File: src/pkg/asc_pkg.sv
package asc_pkg;

  // Register indices; the byte address on the bus is four times the index.
  localparam logic [7:0] ASC_STEP8_IDX = 8'h98;
  localparam logic [7:0] ASC_STEP9_IDX = 8'h99;
  localparam logic [7:0] ASC_STATUS_IDX = 8'hc0;

  // Reset values of the step configuration registers and the status register.
  localparam logic [15:0] ASC_STEP8_RST = 16'h0008;
  localparam logic [15:0] ASC_STEP9_RST = 16'h0009;
  localparam logic [15:0] ASC_STATUS_RST = 16'h0000;

  // Steps held by this block, entry 0 is step 8 and entry 1 is step 9.
  localparam int ASC_NUM_STEPS = 2;
  localparam int ASC_STEP_W = 1;
  localparam logic [ASC_NUM_STEPS-1:0][7:0] ASC_STEP_IDX =
    {ASC_STEP9_IDX, ASC_STEP8_IDX};
  localparam logic [ASC_NUM_STEPS-1:0][15:0] ASC_STEP_RST =
    {ASC_STEP9_RST, ASC_STEP8_RST};

  // Bus address layout.
  localparam int ASC_ADR_LO = 2;
  localparam int ASC_IDX_W = 8;

  // Step register fields; reserved bits 12:5 are outside the write mask.
  localparam int ASC_EN_BIT = 15;
  localparam int ASC_GAIN_LO = 13;
  localparam int ASC_NEG_BIT = 4;
  localparam int ASC_POS_LO = 0;
  localparam logic [15:0] ASC_WR_MASK = 16'he01f;

  // Gain codes.
  localparam logic [1:0] ASC_GAIN_X1 = 2'h0;
  localparam logic [1:0] ASC_GAIN_X2 = 2'h1;

  // Positive input codes.
  localparam logic [3:0] ASC_POS_EXT7 = 4'h7;
  localparam logic [3:0] ASC_POS_TEMP = 4'h8;
  localparam logic [3:0] ASC_POS_SHORT = 4'h9;
  localparam logic [3:0] ASC_POS_TDAC = 4'ha;
  localparam logic [3:0] ASC_POS_AVDD_MON = 4'he;
  localparam logic [3:0] ASC_POS_DVDD_MON = 4'hf;

  // Status register fields.
  localparam int ASC_ST_VALID = 0;
  localparam int ASC_ST_STEP = 1;
  localparam int ASC_ST_POS_LO = 4;
  localparam int ASC_ST_NEG_LO = 8;
  localparam int ASC_ST_GAIN_LO = 10;
  localparam int ASC_ST_PEND = 15;

  // Negative input source.
  typedef enum logic [1:0] {
    ASC_NEG_GND = 2'h0,
    ASC_NEG_EXT7 = 2'h1,
    ASC_NEG_AUTO = 2'h2
  } asc_neg_e;

  // Bus handshake states.
  typedef enum logic {
    ASC_BUS_IDLE = 1'b0,
    ASC_BUS_ACK = 1'b1
  } asc_bus_e;

endpackage : asc_pkg

File: src/hw/asc_step_reg.sv
`timescale 1ns/100ps
module asc_step_reg #(
  parameter logic [15:0] RESET_VALUE = 16'h0000
) (
  // Clock and reset.
  input wire logic clk,
  input wire logic resetn,
  // Write port.
  input wire logic writeStrobe,
  input wire logic [1:0] byteSel,
  input wire logic [15:0] writeData,
  // Stored value.
  output logic [15:0] value
);
  import asc_pkg::*;

  logic [15:0] value_reg;
  logic [15:0] value_next;

  // Merge enabled byte lanes, then clear reserved bits so they read zero.
  always_comb begin
    value_next = value_reg;
    if (writeStrobe) begin
      for (int b = 0; b < 2; b++) begin
        if (byteSel[b]) begin
          value_next[b*8 +: 8] = writeData[b*8 +: 8];
        end
      end
    end
    value_next = value_next & ASC_WR_MASK;
  end

  // Reset value is the step's own default configuration.
  always_ff @(posedge clk) begin
    if (!resetn) begin
      value_reg <= RESET_VALUE;
    end else begin
      value_reg <= value_next;
    end
  end

  assign value = value_reg;

endmodule : asc_step_reg

File: src/hw/asc_input_route.sv
`timescale 1ns/100ps
module asc_input_route (
  // Step fields.
  input wire logic [3:0] posCode,
  input wire logic negSelect,
  input wire logic [1:0] gainCode,
  // Decoded routing.
  output logic [15:0] posOneHot,
  output asc_pkg::asc_neg_e negSource,
  output logic [1:0] gainShift
);
  import asc_pkg::*;

  logic internalSel;

  // One-hot index equals the code: 0..7 external inputs, 8 temperature,
  // 9 internal short, 10 test DAC, 11..13 supply monitors, 14 and 15
  // analog and digital supply divided by 103.
  assign posOneHot = 16'h0001 << posCode;

  // Every internal source, the unclear codes included, picks its own
  // negative input, so the select bit cannot short an internal node.
  assign internalSel = posCode > ASC_POS_EXT7;

  // Negative input routing.
  always_comb begin
    if (internalSel) begin
      negSource = ASC_NEG_AUTO;
    end else if (negSelect) begin
      negSource = ASC_NEG_EXT7;
    end else begin
      negSource = ASC_NEG_GND;
    end
  end

  // Gain as a shift: 1, 2, and 4 for both upper codes.
  always_comb begin
    unique case (gainCode)
      ASC_GAIN_X1: gainShift = 2'h0;
      ASC_GAIN_X2: gainShift = 2'h1;
      default: gainShift = 2'h2;
    endcase
  end

endmodule : asc_input_route

File: src/hw/asc_step_config.sv
// Local design decision: the Wishbone slave port.
`timescale 1ns/100ps
module asc_step_config (
  // Clock and reset.
  input wire logic clk,
  input wire logic resetn,
  // Wishbone classic slave.
  input wire logic wbCyc,
  input wire logic wbStb,
  input wire logic wbWe,
  input wire logic [31:0] wbAdr,
  input wire logic [3:0] wbSel,
  input wire logic [31:0] wbDatW,
  output logic [31:0] wbDatR,
  output logic wbAck,
  // Sequencer request.
  input wire logic seqLoad,
  input wire logic [asc_pkg::ASC_STEP_W-1:0] seqStep,
  // Settings of the step being converted.
  output logic actValid,
  output logic [asc_pkg::ASC_STEP_W-1:0] actStep,
  output logic [1:0] actGainShift,
  output logic [15:0] actPosSel,
  output asc_pkg::asc_neg_e actNeg
);
  import asc_pkg::*;

  asc_bus_e busState_reg;
  asc_bus_e busState_next;
  logic [31:0] readData_reg;
  logic [ASC_IDX_W-1:0] regIndex;
  logic upperZero;
  logic busReq;
  logic wrCommit;
  logic statusHit;
  logic statusWrite;
  logic [ASC_NUM_STEPS-1:0] stepHit;
  logic [ASC_NUM_STEPS-1:0] stepWrite;
  logic [ASC_NUM_STEPS-1:0] stepEnable;
  logic [15:0] stepValue [ASC_NUM_STEPS];
  logic [15:0] stepPos [ASC_NUM_STEPS];
  asc_neg_e stepNeg [ASC_NUM_STEPS];
  logic [1:0] stepGain [ASC_NUM_STEPS];
  logic [3:0] stepCode [ASC_NUM_STEPS];
  logic [15:0] stepRead;
  logic [15:0] statusWord;
  logic [31:0] readWord;

  // Active-step snapshot and the update flag.
  logic actValid_reg;
  logic [ASC_STEP_W-1:0] actStep_reg;
  logic [1:0] actGain_reg;
  logic [15:0] actPos_reg;
  asc_neg_e actNeg_reg;
  logic [3:0] actCode_reg;
  logic pending_reg;
  logic pending_next;
  logic pendSet;
  logic pendClr;

  // Address decode; bits above the index must be zero to hit anything.
  assign regIndex = wbAdr[ASC_ADR_LO +: ASC_IDX_W];
  assign upperZero = (wbAdr >> (ASC_ADR_LO + ASC_IDX_W)) == 32'h0;
  assign busReq = wbCyc & wbStb;
  assign wrCommit = busReq & wbWe & (busState_reg == ASC_BUS_ACK);
  assign statusHit = upperZero & (regIndex == ASC_STATUS_IDX);
  assign statusWrite = wrCommit & statusHit;

  // One register and one decoder per step.
  generate
    for (genvar g = 0; g < ASC_NUM_STEPS; g++) begin : gStep
      assign stepHit[g] = upperZero & (regIndex == ASC_STEP_IDX[g]);
      assign stepWrite[g] = wrCommit & stepHit[g];
      assign stepEnable[g] = stepValue[g][ASC_EN_BIT];
      assign stepCode[g] = stepValue[g][ASC_POS_LO +: 4];

      asc_step_reg #(
        .RESET_VALUE(ASC_STEP_RST[g])
      ) uReg (
        .clk(clk),
        .resetn(resetn),
        .writeStrobe(stepWrite[g]),
        .byteSel(wbSel[1:0]),
        .writeData(wbDatW[15:0]),
        .value(stepValue[g])
      );

      asc_input_route uRoute (
        .posCode(stepCode[g]),
        .negSelect(stepValue[g][ASC_NEG_BIT]),
        .gainCode(stepValue[g][ASC_GAIN_LO +: 2]),
        .posOneHot(stepPos[g]),
        .negSource(stepNeg[g]),
        .gainShift(stepGain[g])
      );
    end
  endgenerate

  // Read selection; an unmapped index reads as zero.
  always_comb begin
    stepRead = 16'h0000;
    for (int s = 0; s < ASC_NUM_STEPS; s++) begin
      if (stepHit[s]) begin
        stepRead = stepRead | stepValue[s];
      end
    end
  end

  // Status word assembly; unused bits read zero.
  always_comb begin
    statusWord = ASC_STATUS_RST;
    statusWord[ASC_ST_VALID] = actValid_reg;
    statusWord[ASC_ST_STEP +: ASC_STEP_W] = actStep_reg;
    statusWord[ASC_ST_POS_LO +: 4] = actCode_reg;
    statusWord[ASC_ST_NEG_LO +: 2] = actNeg_reg;
    statusWord[ASC_ST_GAIN_LO +: 2] = actGain_reg;
    statusWord[ASC_ST_PEND] = pending_reg;
  end

  assign readWord = {16'h0000, stepRead | (statusHit ? statusWord : 16'h0000)};

  // Bus handshake: one wait state, then a single-cycle acknowledge.
  always_comb begin
    unique case (busState_reg)
      ASC_BUS_IDLE: busState_next = busReq ? ASC_BUS_ACK : ASC_BUS_IDLE;
      ASC_BUS_ACK: busState_next = ASC_BUS_IDLE;
    endcase
  end

  always_ff @(posedge clk) begin
    if (!resetn) begin
      busState_reg <= ASC_BUS_IDLE;
    end else begin
      busState_reg <= busState_next;
    end
  end

  // Read data is captured as the acknowledge is raised, so it stands
  // stable for the whole acknowledge cycle.
  always_ff @(posedge clk) begin
    if (!resetn) begin
      readData_reg <= 32'h0;
    end else if (busState_reg == ASC_BUS_IDLE && busReq) begin
      readData_reg <= readWord;
    end
  end

  assign wbAck = busState_reg == ASC_BUS_ACK;
  assign wbDatR = readData_reg;

  // The snapshot isolates the converter from register writes made during
  // a conversion; a disabled step loads as not valid and is skipped.
  always_ff @(posedge clk) begin
    if (!resetn) begin
      actValid_reg <= 1'b0;
      actStep_reg <= '0;
      actGain_reg <= 2'h0;
      actPos_reg <= 16'h0000;
      actNeg_reg <= ASC_NEG_GND;
      actCode_reg <= 4'h0;
    end else if (seqLoad) begin
      actValid_reg <= stepEnable[seqStep];
      actStep_reg <= seqStep;
      actGain_reg <= stepGain[seqStep];
      actPos_reg <= stepPos[seqStep];
      actNeg_reg <= stepNeg[seqStep];
      actCode_reg <= stepCode[seqStep];
    end
  end

  // Update flag: set when software rewrites the step held in the snapshot,
  // cleared by writing one to it; a set in the same cycle wins.
  assign pendSet = stepWrite[actStep_reg];
  assign pendClr = statusWrite & wbSel[1] & wbDatW[ASC_ST_PEND];
  assign pending_next = pendSet | (pending_reg & ~pendClr);

  always_ff @(posedge clk) begin
    if (!resetn) begin
      pending_reg <= 1'b0;
    end else begin
      pending_reg <= pending_next;
    end
  end

  assign actValid = actValid_reg;
  assign actStep = actStep_reg;
  assign actGainShift = actGain_reg;
  assign actPosSel = actPos_reg;
  assign actNeg = actNeg_reg;

endmodule : asc_step_config

File: config.mk
export PLATFORM = sky130hd
export DESIGN_NAME = asc_step_config
export DESIGN_NICKNAME = d
export VERILOG_FILES = /design/src/pkg/asc_pkg.sv /design/src/hw/asc_step_reg.sv /design/src/hw/asc_input_route.sv /design/src/hw/asc_step_config.sv
export SDC_FILE = /design/constraint.sdc
export NUM_CORES = 1
export LEC_CHECK = 0
export ABC_AREA = 1
export BUFFER_PORTS_ARGS = -buffer_cell sky130_fd_sc_hd__buf_2
export CELL_PAD_IN_SITES_DETAIL_PLACEMENT = 2
export CELL_PAD_IN_SITES_GLOBAL_PLACEMENT = 2
export CORE_ASPECT_RATIO = 1.4
export CORE_MARGIN = 3
export CORE_UTILIZATION = 25
export CTS_CLUSTER_DIAMETER = 30
export DETAILED_ROUTE_END_ITERATION = 16
export PLACE_DENSITY = 0.91
export SLEW_MARGIN = 20
export SYNTH_ARGS = -nofsm -noshare
export SYNTH_HDL_FRONTEND = slang
export SYNTH_SLANG_ARGS = --single-unit
File: constraint.sdc
create_clock -name clk -period 1.62 [get_ports clk]
set_input_delay 0.162 -clock clk [delete_from_list [all_inputs] [get_ports clk]]
set_output_delay 0.162 -clock clk [all_outputs]
set_load 0.01 [all_outputs]
==> flow_metrics.tcl <==
set metrics [dict create \
    layout_common_cells "112 x nand2_1, 84 x buf_2, 61 x inv_1, 59 x dfxtp_1, 49 x nor2_1" \
    fillers 1401 \
    area_growth_pct 30.5 \
    nets 605 \
    synth.area.top_cells "dfxtp_1 39%, nand2_1 14%, inv_1 7.5%" \
    critical_path.max_stage_delay_ns 0.40 \
    cts_tree "built" \
    rows 47 \
    finalHoldViolCount 0 \
    arrival_ns 1.73 \
    io_pins 130 \
    grt_usage_pct 18.0 \
    clock_latency_ns 0.33 \
    ys.warnings.count 0 \
    grt_first_pass_wirelength_um 18900 \
    synth.cell_area_mm2 0.00303 \
    max_freq_mhz 683 \
    outcome "completed" \
    seq_area_frac_synth_pct 38.9 \
    num_vias 3176 \
    multi_input_area_mm2 0.00147 \
    placed_area_mm2 0.00363 \
    drive_gt1_share_pct 28.2 \
    initial_core_util_pct 25.7 \
    diodes 0 \
    ys_types 32 \
    slew_violations 0 \
    grt_max_degree 26 \
    finalInstanceArea_mm2 0.00396 \
    relSlewSlack_pct 60.5 \
    fp.dieH_um 136 \
    dieArea_mm2 0.0135 \
    drc_errors 0 \
    drt-initial-drc-count 91 \
    regArea_mm2 0.00118 \
    cpMaxStageDelayCell "o21ai_0" \
    wl_per_cell_um 17.3 \
    synth_cells 435 \
    gp_congestion 0.786 \
    required_ns 1.89 \
    finClkSkew_ns 0.00741 \
    grt_pass1_vias 3627 \
    core-area_mm2 0.0118 \
    final_antenna_net_count 0 \
    crit_type "flop to flop" \
    ys_seq_elements 59 \
    min_period_ns 1.46 \
    final.setup.tns_ns 0 \
    clk_pin_slew_ns 0.05 \
    cts_root_buffer "clkbuf_16" \
    final_cells 682 \
    yosysTopAreaCellShare_pct 38.9 \
    crit_path_end_kind "flop" \
    pwr_density_cell_mw_per_mm2 1000 \
    layout_commonest_cell "nand2_1" \
    hp-class "input port to flop" \
    setup_violations 0 \
    wl_um 11800 \
    cap_violations 0 \
    vdd_ir_drop_max_uv 525 \
    crit_fanout 3 \
    cp_num_buf_inv 1 \
    clock_path_buffers 2 \
    numCtsBuffers 9 \
    synth_area_leader_cell "dfxtp_1" \
    rsz0062_at_grt "no" \
    die_w_um 99.1 \
    crit_family "compound AO/OA/AOI/OAI gates" \
    cts_setup_buffers 0 \
    cp_cell_sequence "inv_1 > o21ai_0 > nand2_1 > nor2_1 > nand2_1 > a21oi_1" \
    io_buffer_count 84 \
    first_pass_iters 4 \
    path_common_cell "nand2_1" \
    grt_antenna_before_repair 0 \
    dp.cells 666 \
    p_leak_nw 1.95 \
    dp_hpwl_um 8950 \
    finalCritPeriodShare_pct 90.3 \
    cts_max_level 3 \
    avgViaCountPerCell 4.66 \
    synth.avg_cell_area_um2 6.98 \
    start_kind "flop" \
    grt_overflow_total 0 \
    worstMarginPinSlew_ns 0.592 \
    cts.sinks 59 \
    fin_hold_ws_ns 0.0963 \
    postCtsHoldBufs 0 \
]
synthesized netlist by cell type, drive strengths merged:
cell type / instances
clkbuf: 7
conb: 1
o21ai: 19
clkinv: 1
o221ai: 2
nand2: 117
nand4: 14
buf: 25
nor3: 7
dfxtp: 59
o31ai: 1
o211ai: 5
nand3: 23
inv: 63
nor2: 55
and2: 1
a21oi: 33
or2: 2
worst paths after layout:
check                         startpoint  cells after the start                     end  slack [ns]
hold / removal                 wbDatW[3]                      3  gStep[0].uReg.value[3]         0.1
setup / recovery  gStep[0].uReg.value[1]                      6            actPosSel[3]        0.16
setup reg to reg  gStep[0].uReg.value[1]                      6            actPosSel[3]        0.16
hold reg to reg            actPosSel[10]                      2           actPosSel[10]        0.46
per-layer routing:
layer / wire length, um / GRT usage (%) / part of all wire (%) / vias up
li1: - / - / - / 1520
met1: 4220 / 18.0 / 36 / 1547
met2: 6770 / 34.9 / 58 / 78
met3: 378 / 3.34 / 3.2 / 31
met4: 403 / 8.88 / 3.4 / 0
met5: 0 / 0 / 0 / -
stage by stage:
stage / utilization [%] / worst slack, ns / power, mW
after floorplan: - / 0.264 / 1.74
after global placement: 30.7 / 0.101 / 1.86
after detailed placement: 30.7 / -0.0355 / 1.88
after CTS: 33.5 / 0.0852 / 4.01
after global routing: 33.5 / 0.00992 / 4.12
final: 33.5 / 0.157 / 3.97
layout make-up:
class	count	area share (%)
Tap cell	147	4.65
Inverter	64	6.10
Multi-Input combinational cell	296	37.1
Clock buffer	12	6.48
Timing Repair Buffer	100	14.0
Sequential cell	59	29.8
Clock inverter	4	1.83
where the power goes:
group          internal (mW)  switching, mW
sequential              1.49         0.0286
combinational          0.119          0.223
clock                   1.43          0.686
total                   3.03          0.938
cell families after synthesis:
| family | share of synthesized area [%] |
|---|---|
| buffers and inverters | 14.7 |
| other | 0.124 |
| AO/OA/AOI/OAI | 11.5 |
| AND/OR/NAND/NOR | 34.8 |
| flip-flops | 38.9 |
tightest hold or removal path: stages:
cell and delay [ns]:
buf_2 0.09, nand2_1 0.06, nand3_1 0.08
repair_timing:
action                     in CTS  in global routing
resized for setup               0                  2
hold endpoints to repair        0                  0
setup endpoints to repair       0                  4
Note: power is estimated with default switching activity, not from simulation.
